<file path="src/logic/cio_map.svh">
`ifndef CIO_MAP_SVH
`define CIO_MAP_SVH

// Register byte offsets
`define CIO_OFS_CONFIG 8'h00
`define CIO_OFS_FUNC 8'h04
`define CIO_OFS_RUNSRC 8'h08
`define CIO_OFS_STATUS 8'h0c

// CONFIG fields
`define CIO_CFG_A_DIR 0
`define CIO_CFG_B_DIR 1
`define CIO_CFG_A_POL 2
`define CIO_CFG_B_POL 3
`define CIO_CFG_R1_POL 4
`define CIO_CFG_R2_POL 5
`define CIO_CFG_W 6
`define CIO_CFG_RESET 6'h2a

// FUNC fields: four 4-bit selectors, port a at the bottom
`define CIO_FUNC_W 4
`define CIO_FUNC_A_LSB 0
`define CIO_FUNC_B_LSB 4
`define CIO_FUNC_R1_LSB 8
`define CIO_FUNC_R2_LSB 12
`define CIO_FUNC_RESET 16'h7350

// RUNSRC field
`define CIO_RUNSRC_W 3
`define CIO_RUNSRC_RESET 3'h0

// STATUS fields
`define CIO_ST_RUN 0
`define CIO_ST_A_IN 1
`define CIO_ST_B_IN 2
`define CIO_ST_A_OUT 3
`define CIO_ST_B_OUT 4
`define CIO_ST_R1 5
`define CIO_ST_R2 6

`endif

</file>
<file path="src/logic/cio_pkg.sv">
package cio_pkg;

   typedef enum logic [3:0] {
      FN_CONST0 = 4'h0,
      FN_CONST1 = 4'h1,
      FN_OPERATING = 4'h2,
      FN_STANDBY = 4'h3,
      FN_FULL_LOAD = 4'h4,
      FN_DERATING = 4'h5,
      FN_TEMP_DERATING = 4'h6,
      FN_GLOBAL_ERROR = 4'h7,
      FN_RUN_COMMAND = 4'h8,
      FN_ERROR_ACK = 4'h9
   } func_t;

   typedef enum logic [2:0] {
      RS_TERMINAL = 3'h0,
      RS_FORCED_ON = 3'h1,
      RS_FORCED_OFF = 3'h2,
      RS_LOCAL_SWITCH = 3'h3,
      RS_SYNC_LINK = 3'h4
   } run_src_t;

endpackage : cio_pkg

</file>
<file path="src/logic/output_drive.sv">
`timescale 1ns/1ps

module output_drive (
   // Clock and reset
   input wire logic clock_i,
   input wire logic srst_i,
   // Selection
   input wire logic [15:0] source_i,
   input wire logic [3:0] select_i,
   input wire logic invert_i,
   // Drive
   output logic drive_o
);

   logic active;
   logic drive_q;

   // Codes above the last function pick a zero entry of the source vector
   assign active = source_i[select_i];

   always_ff @(posedge clock_i) begin
      if (srst_i) begin
         drive_q <= 1'b0;
      end else begin
         drive_q <= active ^ invert_i;
      end
   end

   assign drive_o = drive_q;

endmodule : output_drive

</file>
<file path="src/logic/customer_io_function_mux.sv">
// Strobed register access and the register addresses were chosen for this implementation.
`timescale 1ns/1ps
`include "cio_map.svh"

// Summary of operation
// - Each digital port has a direction bit, 0 input, 1 output.
// - Input ports read high as asserted; low or open reads deasserted.
// - Output ports drive their selected function: constants, one status signal, the run command or the acknowledge input level.
// - Digital output polarity bit 1 drives high when active, 0 drives low.
// - Each relay has its own selector from the same list; active closes it.
// - Relay polarity 0 is normally open, 1 inverts to normally closed.
// - Run command source selectable: terminal (default), forced on/off, local switch, sync link.
//
module customer_io_function_mux (
   // Clock and reset
   input wire logic clock_i,
   input wire logic srst_i,
   // Register port
   input wire logic [7:0] addr_i,
   input wire logic [31:0] wdata_i,
   input wire logic wr_i,
   input wire logic rd_i,
   output logic [31:0] rdata_o,
   // Internal status
   input wire logic operating_i,
   input wire logic standby_i,
   input wire logic full_load_i,
   input wire logic derating_i,
   input wire logic temp_derating_i,
   input wire logic global_error_i,
   input wire logic sync_link_run_i,
   // Local switch pin
   input wire logic local_switch_i,
   // Customer ports
   input wire logic customer_port_a_i,
   output logic customer_port_a_o,
   output logic customer_port_a_oe_o,
   input wire logic customer_port_b_i,
   output logic customer_port_b_o,
   output logic customer_port_b_oe_o,
   // Relays, high means contact closed
   output logic relay_output_one_o,
   output logic relay_output_two_o,
   // Commands to the unit
   output logic run_cmd_o,
   output logic error_ack_o
);

   // ------------------------------------------------------------
   // Registers
   // ------------------------------------------------------------
   logic [`CIO_CFG_W-1:0] config_q;
   logic [15:0] func_q;
   logic [`CIO_RUNSRC_W-1:0] runsrc_q;
   logic [31:0] rdata_q;

   wire sel_cfg = addr_i == `CIO_OFS_CONFIG;
   wire sel_func = addr_i == `CIO_OFS_FUNC;
   wire sel_runsrc = addr_i == `CIO_OFS_RUNSRC;
   wire sel_status = addr_i == `CIO_OFS_STATUS;
   // Writes to unmapped or read-only offsets are dropped
   wire wr_cfg = wr_i && sel_cfg;
   wire wr_func = wr_i && sel_func;
   wire wr_runsrc = wr_i && sel_runsrc;

   always_ff @(posedge clock_i) begin
      if (srst_i) begin
         config_q <= `CIO_CFG_RESET;
      end else if (wr_cfg) begin
         config_q <= wdata_i[`CIO_CFG_W-1:0];
      end
   end

   always_ff @(posedge clock_i) begin
      if (srst_i) begin
         func_q <= `CIO_FUNC_RESET;
      end else if (wr_func) begin
         func_q <= wdata_i[15:0];
      end
   end

   always_ff @(posedge clock_i) begin
      if (srst_i) begin
         runsrc_q <= `CIO_RUNSRC_RESET;
      end else if (wr_runsrc) begin
         runsrc_q <= wdata_i[`CIO_RUNSRC_W-1:0];
      end
   end

   // ------------------------------------------------------------
   // Pin synchronisers
   // ------------------------------------------------------------
   logic [2:0] pin_meta_q;
   logic [2:0] pin_q;

   // Pins are asynchronous to the clock; only the second stage is read
   always_ff @(posedge clock_i) begin
      if (srst_i) begin
         pin_meta_q <= 3'h0;
         pin_q <= 3'h0;
      end else begin
         pin_meta_q <= {local_switch_i, customer_port_b_i, customer_port_a_i};
         pin_q <= pin_meta_q;
      end
   end

   // ------------------------------------------------------------
   // Input functions
   // ------------------------------------------------------------
   // An open pin is pulled low outside, so only a high level asserts
   wire a_dir = config_q[`CIO_CFG_A_DIR];
   wire b_dir = config_q[`CIO_CFG_B_DIR];
   wire [3:0] a_fn = func_q[`CIO_FUNC_A_LSB +: `CIO_FUNC_W];
   wire [3:0] b_fn = func_q[`CIO_FUNC_B_LSB +: `CIO_FUNC_W];
   wire a_in = !a_dir && pin_q[0];
   wire b_in = !b_dir && pin_q[1];
   wire a_is_run = a_fn == cio_pkg::FN_RUN_COMMAND;
   wire b_is_run = b_fn == cio_pkg::FN_RUN_COMMAND;
   wire a_is_ack = a_fn == cio_pkg::FN_ERROR_ACK;
   wire b_is_ack = b_fn == cio_pkg::FN_ERROR_ACK;
   wire term_run = (a_in && a_is_run) || (b_in && b_is_run);
   wire ack_level = (a_in && a_is_ack) || (b_in && b_is_ack);

   logic run_d;
   logic run_q;
   logic ack_prev_q;
   logic ack_q;

   // Unused source codes fall back to the terminal strip
   always_comb begin
      unique case (cio_pkg::run_src_t'(runsrc_q))
         cio_pkg::RS_TERMINAL: run_d = term_run;
         cio_pkg::RS_FORCED_ON: run_d = 1'b1;
         cio_pkg::RS_FORCED_OFF: run_d = 1'b0;
         cio_pkg::RS_LOCAL_SWITCH: run_d = pin_q[2];
         cio_pkg::RS_SYNC_LINK: run_d = sync_link_run_i;
         default: run_d = term_run;
      endcase
   end

   always_ff @(posedge clock_i) begin
      if (srst_i) begin
         run_q <= 1'b0;
      end else begin
         run_q <= run_d;
      end
   end

   // Acknowledge fires once per rising edge so a held input does not repeat it
   always_ff @(posedge clock_i) begin
      if (srst_i) begin
         ack_prev_q <= 1'b0;
         ack_q <= 1'b0;
      end else begin
         ack_prev_q <= ack_level;
         ack_q <= ack_level && !ack_prev_q;
      end
   end

   assign run_cmd_o = run_q;
   assign error_ack_o = ack_q;

   // ------------------------------------------------------------
   // Output functions
   // ------------------------------------------------------------
   wire [15:0] source = {6'h00, ack_level, run_q, global_error_i, temp_derating_i, derating_i,
                         full_load_i, standby_i, operating_i, 1'b1, 1'b0};

   // Digital ports invert when polarity is low; relays invert when polarity is high
   wire [3:0] invert = {config_q[`CIO_CFG_R2_POL], config_q[`CIO_CFG_R1_POL],
                        !config_q[`CIO_CFG_B_POL], !config_q[`CIO_CFG_A_POL]};
   wire [3:0] drive;

   genvar g;
   generate
      for (g = 0; g < 4; g++) begin : gen_out
         output_drive u_drive (
            .clock_i(clock_i),
            .srst_i(srst_i),
            .source_i(source),
            .select_i(func_q[4*g +: 4]),
            .invert_i(invert[g]),
            .drive_o(drive[g])
         );
      end
   endgenerate

   // Port drives only while set as output; otherwise released
   assign customer_port_a_o = a_dir && drive[0];
   assign customer_port_a_oe_o = a_dir;
   assign customer_port_b_o = b_dir && drive[1];
   assign customer_port_b_oe_o = b_dir;

   // ------------------------------------------------------------
   // Relay outputs
   // ------------------------------------------------------------
   assign relay_output_one_o = drive[2];
   assign relay_output_two_o = drive[3];

   // ------------------------------------------------------------
   // Read port
   // ------------------------------------------------------------
   wire [31:0] status_word = {25'h0, drive[3], drive[2], customer_port_b_o, customer_port_a_o, b_in, a_in, run_q};
   wire [31:0] cfg_word = {26'h0, config_q};
   wire [31:0] func_word = {16'h0, func_q};
   wire [31:0] runsrc_word = {29'h0, runsrc_q};
   wire [31:0] rd_mux = sel_cfg ? cfg_word :
                        sel_func ? func_word :
                        sel_runsrc ? runsrc_word :
                        sel_status ? status_word : 32'h0;

   // Read data is cleared between reads so a stale word never looks fresh
   always_ff @(posedge clock_i) begin
      if (srst_i) begin
         rdata_q <= 32'h0;
      end else if (rd_i) begin
         rdata_q <= rd_mux;
      end else begin
         rdata_q <= 32'h0;
      end
   end

   assign rdata_o = rdata_q;

endmodule : customer_io_function_mux

</file>
<file path="config.mk">
export PLATFORM = sky130hd
export DESIGN_NAME = customer_io_function_mux
export DESIGN_NICKNAME = d
export VERILOG_FILES = /design/src/logic/cio_pkg.sv /design/src/logic/output_drive.sv /design/src/logic/customer_io_function_mux.sv
export VERILOG_INCLUDE_DIRS = /design/src /design/src/logic
export SDC_FILE = /design/constraint.sdc
export NUM_CORES = 1
export LEC_CHECK = 0
export ABC_AREA = 1
export BUFFER_PORTS_ARGS = -buffer_cell sky130_fd_sc_hd__buf_2
export CORE_AREA = 2 2 101 79
export DETAILED_ROUTE_END_ITERATION = 10
export DIE_AREA = 0 0 103 81
export PLACE_DENSITY = 0.65
export SLEW_MARGIN = 25
export SYNTH_ARGS = -nofsm -noshare
export SYNTH_HDL_FRONTEND = slang
export SYNTH_SLANG_ARGS = --single-unit
export TNS_END_PERCENT = 20
</file>
<file path="constraint.sdc">
create_clock -name clock_i -period 3.3 [get_ports clock_i]
set_input_delay 0.66 -clock clock_i [delete_from_list [all_inputs] [get_ports clock_i]]
set_output_delay 0.66 -clock clock_i [all_outputs]
set_load 0.1 [all_outputs]
</file>
Word level (Yosys, flattened, before mapping)
Index checks and enable logic that the tools add are counted.
W data, S select, Z words.
{ "word_totals": {"regBits": 70, "in_bits": 54, "out_inout_bits": 40, "wordCells": 71} }
{ "classes": {"order_cmp": 4, "n_eq_ne": 11, "muxes": 13, "n_bitwise": 5, "reduce_logical": 23} }
{ "op_table": {"columns": ["operator", "n"], "rows": [
  ["$lt A4 B5 Y1 const B", 4],
  ["$bmux W1 S4", 4],
  ["$eq A4 B4 Y1 const B", 4],
  ["$eq A8 B4 Y1 const B", 2],
  ["$mux W16", 1],
  ["$mux W7", 2],
  ["$logic_and A1 B1 Y1", 12],
  ["$eq A8 B3 Y1 const B", 1],
  ["$logic_not A8 Y1", 1],
  ["$eq A3 B2 Y1 const B", 2],
  ["$mux W6", 1],
  ["$logic_not A1 Y1", 5],
  ["$reduce_or A5 Y1", 1],
  ["$mux W1", 4],
  ["$pmux W1 S4", 1],
  ["$xor A1 B1 Y1", 4],
  ["$eq A3 B1 Y1 const B", 1],
  ["$eq A3 B3 Y1 const B", 1],
  ["$reduce_or A3 Y1", 1],
  ["$logic_or A1 B1 Y1", 2],
  ["$reduce_or A2 Y1", 1],
  ["$not A1 Y1", 1]
]} }

Longest topological paths before layout
{ "depth": {"word_depth": 7, "ltp_mapped": 10, "ltp_nobuf": 10} }

Modules after synthesis
Synthesis repeated with hierarchy kept, for this count alone.
{ "hier_totals": {"hier_cells": 514, "area_unflattened_um2": 3299.4} }
{ "modules_own_cells": {"columns": ["module", "n_inst", "cells_each", "area_each_um2", "seq_area_each_um2"], "rows": [
  ["customer_io_function_mux", 1, 298, 2203.4, 1001.0],
  ["output_drive", 4, 54, 274.0, 20.0]
]} }

Worst setup path before layout
OpenSTA, ideal clock, no wires.
{ "synth_path": {"kind": "reg2out", "startpoint": "register config_q[0]", "endpoint": "output port customer_port_a_o", "t_arrival_ns": 1.717, "t_required_ns": 2.640, "slack_ns": 0.923, "stages_incl_launch_ff": 3, "n_path_buf": 0, "cell_sequence": "dfxtp_1 nand2_1 inv_1"} }
{ "synth_between": {"elab_chain_len": 1} }
{ "synth_rtl": {"columns": ["element", "line", "rtl"], "rows": [
  ["from (decl)", "customer_io_function_mux.sv:52", "logic [`CIO_CFG_W-1:0] config_q;"],
  ["from (signal assigned)", "customer_io_function_mux.sv:68", "config_q <= `CIO_CFG_RESET;"],
  ["from (signal assigned)", "customer_io_function_mux.sv:70", "config_q <= wdata_i[`CIO_CFG_W-1:0];"],
  ["$logic_and A1 B1 Y1", "customer_io_function_mux.sv:189", "assign customer_port_a_o = a_dir && drive[0];"],
  ["to (decl)", "customer_io_function_mux.sv:36", "output logic customer_port_a_o,"]
]} }
No other way between the ends.

Worst setup path in the final report
{ "layout_path": {"startpoint": "register config_q[1]", "endpoint": "output port customer_port_b_o"} }
{ "layout_between": {"elab_chain_len": 1} }
{ "layout_rtl": {"columns": ["element", "line", "rtl"], "rows": [
  ["$logic_and A1 B1 Y1", "customer_io_function_mux.sv:191", "assign customer_port_b_o = b_dir && drive[1];"],
  ["to (decl)", "customer_io_function_mux.sv:39", "output logic customer_port_b_o,"]
]} }
No other way between the ends.

==> run_results.csv <==
group,metric,value,unit
drt,vias,2347,
synthesis,ys_warn_count,0,
worst_hold_path,hp-start,"ack_prev_q$_SDFF_PP0_",
placement,preCtsSetupSlack,1070,ps
die,initial_core_util,33.5,%
synthesis,syn_inst,353,
die,num_rows,28,
drt,drc,0,
synthesis,syn_area,2510,um^2
critical_path,cp.arrival,1310,ps
synthesis,seq_area_frac_synth,43.1,%
cells_and_area,nFillCells,835,
drt,wl_per_cell,12.1,um
synthesis,netlist_top_cells_area,"dfxtp_1 (43%), nand2_1 (12%), nand3_1 (9.8%)",
die,die_height,81,um
drt,avgViaCountPerCell,4.50,
worst_hold_path,hold_path_class,"reg -> reg",
drt,drtAntennaViolNets,0,
status,outcome,"finished clean",
synthesis,yosys.area.top_type_share,43.1,%
die,core,7500,um^2
critical_path,crit_fanout,5,
clock_network,cts_tree,"built",
power_and_ir_drop,p_leak,1.48,nW
critical_path,start_kind,"flip-flop",
clock_network,clockBufferDepth,2,
sta,period_share,59.7,%
die,ioPinCount,94,
placement,dp_hpwl,4770,um
synthesis,synth-seq-cells,54,
cells_and_area,drive_gt1_share,22.8,%
sta,max_freq,0.507,GHz
sta,rsz0062_at_grt,"no",
clock_network,cts_buffers,5,
critical_path,critPathLaunch,"config_q[1]$_SDFFE_PP1P_",
critical_path,crit_cells,3,
synthesis,yosysTopAreaCell,"dfxtp_1",
clock_network,cts.clk_slew.worst_paths,110,ps
cells_and_area,nets,469,
die,die_x,103,um
sta,worst_clock_skew,10.4,ps
drt,drt_first_pass_iters,4,
sta,timing.final.ws_setup,1330,ps
placement,port_buffers,61,
critical_path,r2r_slack,1800,ps
critical_path,end_kind,"output port",
clock_network,cts_sinks,54,
die,die-area,8340,um^2
global_route,grt_max_degree,28,
critical_path,worstPathCellList,"nand2_1 -> inv_1 -> buf_2",
critical_path,crit_type,"reg -> out",
sta,report.final.hold_viol_count,0,
clock_network,postCtsHoldBufs,0,
synthesis,synth.distinct_cells,24,
placement,place.gp.congestion,0.830,
clock_network,cts-root-buf,"clkbuf_8",
drt,totalWireLength,6300,um
critical_path,critPathMaxStageDelay,430,ps
run,maxCapViolCount,0,
clock_network,htreeDepth,2,
clock_network,post_cts_resized,0,
critical_path,slowest_stage,"dfxtp_1",
cells_and_area,syn_to_final_growth,18.3,%
cells_and_area,diodes,0,
critical_path,r2r-start,"func_q[0]$_SDFFE_PP0P_",
sta,setup-violations-final,0,
global_route,grt_pass1_vias,2045,
global_route,gr-total-overflow,0,
drt,drt_iter0_drc,125,
synthesis,avgSynthCellArea,7.11,um^2
sta,slew_viol_final,0,
global_route,grt_first_pass_wirelength,9830,um
sta,period_needed,1970,ps
global_route,antenna_found_initial,0,
critical_path,r2r-end,"gen_out[0].u_drive.drive_o$_SDFF_PP0_",
critical_path,cpLargestDelayFamily,"buffers and inverters",
power_and_ir_drop,p_per_area,437,nW/um^2
clock_network,clkLatencyLatePin,310,ps
critical_path,crit_buf_inv,2,
clock_network,postCtsSetupRepairBufs,0,
critical_path,endpoint,"customer_port_b_o",
sta,final.setup.tns,0,ps
power_and_ir_drop,peakVddDrop,0.195,mV
global_route,grt_usage,15.3,%
critical_path,worstPathRequired,2640,ps
critical_path,r2r_cells,9,
-- flip-flops by register name, indices dropped and copies added, names as in the netlist, 3 cells and up --
| signal | count |
|---|---|
| gen_out.u_drive.drive_o | 4 |
| runsrc_q | 3 |
| func_q | 16 |
| config_q | 6 |
| pin_q | 3 |
| rdata_o | 16 |
| pin_meta_q | 3 |
-- per-layer routing --
layer  vias up  wire, um  GRT usage, %
li1       1224         -             -
met1      1041      3160          22.1
met2        75      2710          23.3
met3         7       378          3.27
met4         0        50          3.68
met5         -         0             0
-- synthesized netlist by cell type --
cell,instances
o211ai_1,9
clkbuf_1,2
dfxtp_1,54
nor3_4,1
buf_2,3
a21oi_2,4
nor2_1,36
nor2_4,1
buf_6,2
a21oi_1,20
nor2_2,4
buf_4,16
inv_2,7
a31oi_1,3
nand2_2,2
inv_1,40
nand2_1,79
o21ai_1,4
conb_1,1
nor3_1,5
nor3_2,1
o21ai_2,4
o21ai_0,6
nand3_1,49
-- how the worst min path moves through the flow --
stage                                  end  cells past startpoint  slack [ps]
detailed placement  error_ack_o$_SDFF_PP0_                      1         390
CTS                 error_ack_o$_SDFF_PP0_                      1         400
finish              error_ack_o$_SDFF_PP0_                      1         400
floorplan           error_ack_o$_SDFF_PP0_                      1         370
global route        error_ack_o$_SDFF_PP0_                      1         420
global placement    error_ack_o$_SDFF_PP0_                      1         380
-- cell usage in the layout, fill, tap and decap left out, types with 2 or more instances in the layout --
master    count
inv_1        40
o211ai_1      9
o21ai_0       6
buf_2        61
dfxtp_1      54
buf_4         2
clkbuf_8      5
a21oi_1      20
inv_2         7
nand2_2       2
a31oi_1       3
o21ai_2       4
nor2_2        4
o21ai_1       4
inv_6         2
nor2_1       36
a21oi_2       4
nor3_1        5
conb_1       16
nand3_1      49
nand2_1      79
-- where the power goes --
part	switching [mW]	internal, mW	total (mW)
combinational	0.143	0.0303	0.174
clock	0.232	0.232	0.463
sequential	0.00310	0.658	0.661
-- per-stage QoR --
step | std cells | hold slack [ps] | instance area, um^2 | util (%) | total power [mW]
floorplan | 368 | 373 | 2570 | - | 0.824
global placement | 513 | 379 | 2850 | 38.1 | 0.849
detailed placement | 513 | 385 | 2850 | 38.1 | 0.850
CTS | 521 | 399 | 2970 | 39.6 | 1.31
global route | 521 | 421 | 2970 | 39.6 | 1.35
finish | 521 | 397 | 2970 | 39.6 | 1.30
-- layout make-up --
type                    count  area, um^2  area share [%]
well taps                 105         131            4.42
multi-input cells         244        1140            38.5
clock buffers               5        68.8            2.32
repair buffers             63         320            10.8
clock inverters             3        47.5            1.60
flip-flops and latches     54        1080            36.4
inverters                  47         176            5.94
-- kinds of logic (layout without fill, tap and decap cells) --
family | Yosys count | count (layout) | share of synthesized area [%]
compound gates | 50 | 50 | 12.2
simple gates | 178 | 178 | 31.0
buf+inv | 70 | 118 | 13.6
flops | 54 | 54 | 43.1
other cells | 1 | 16 | 0.149
No activity file was read; power rests on OpenSTA's default activity.
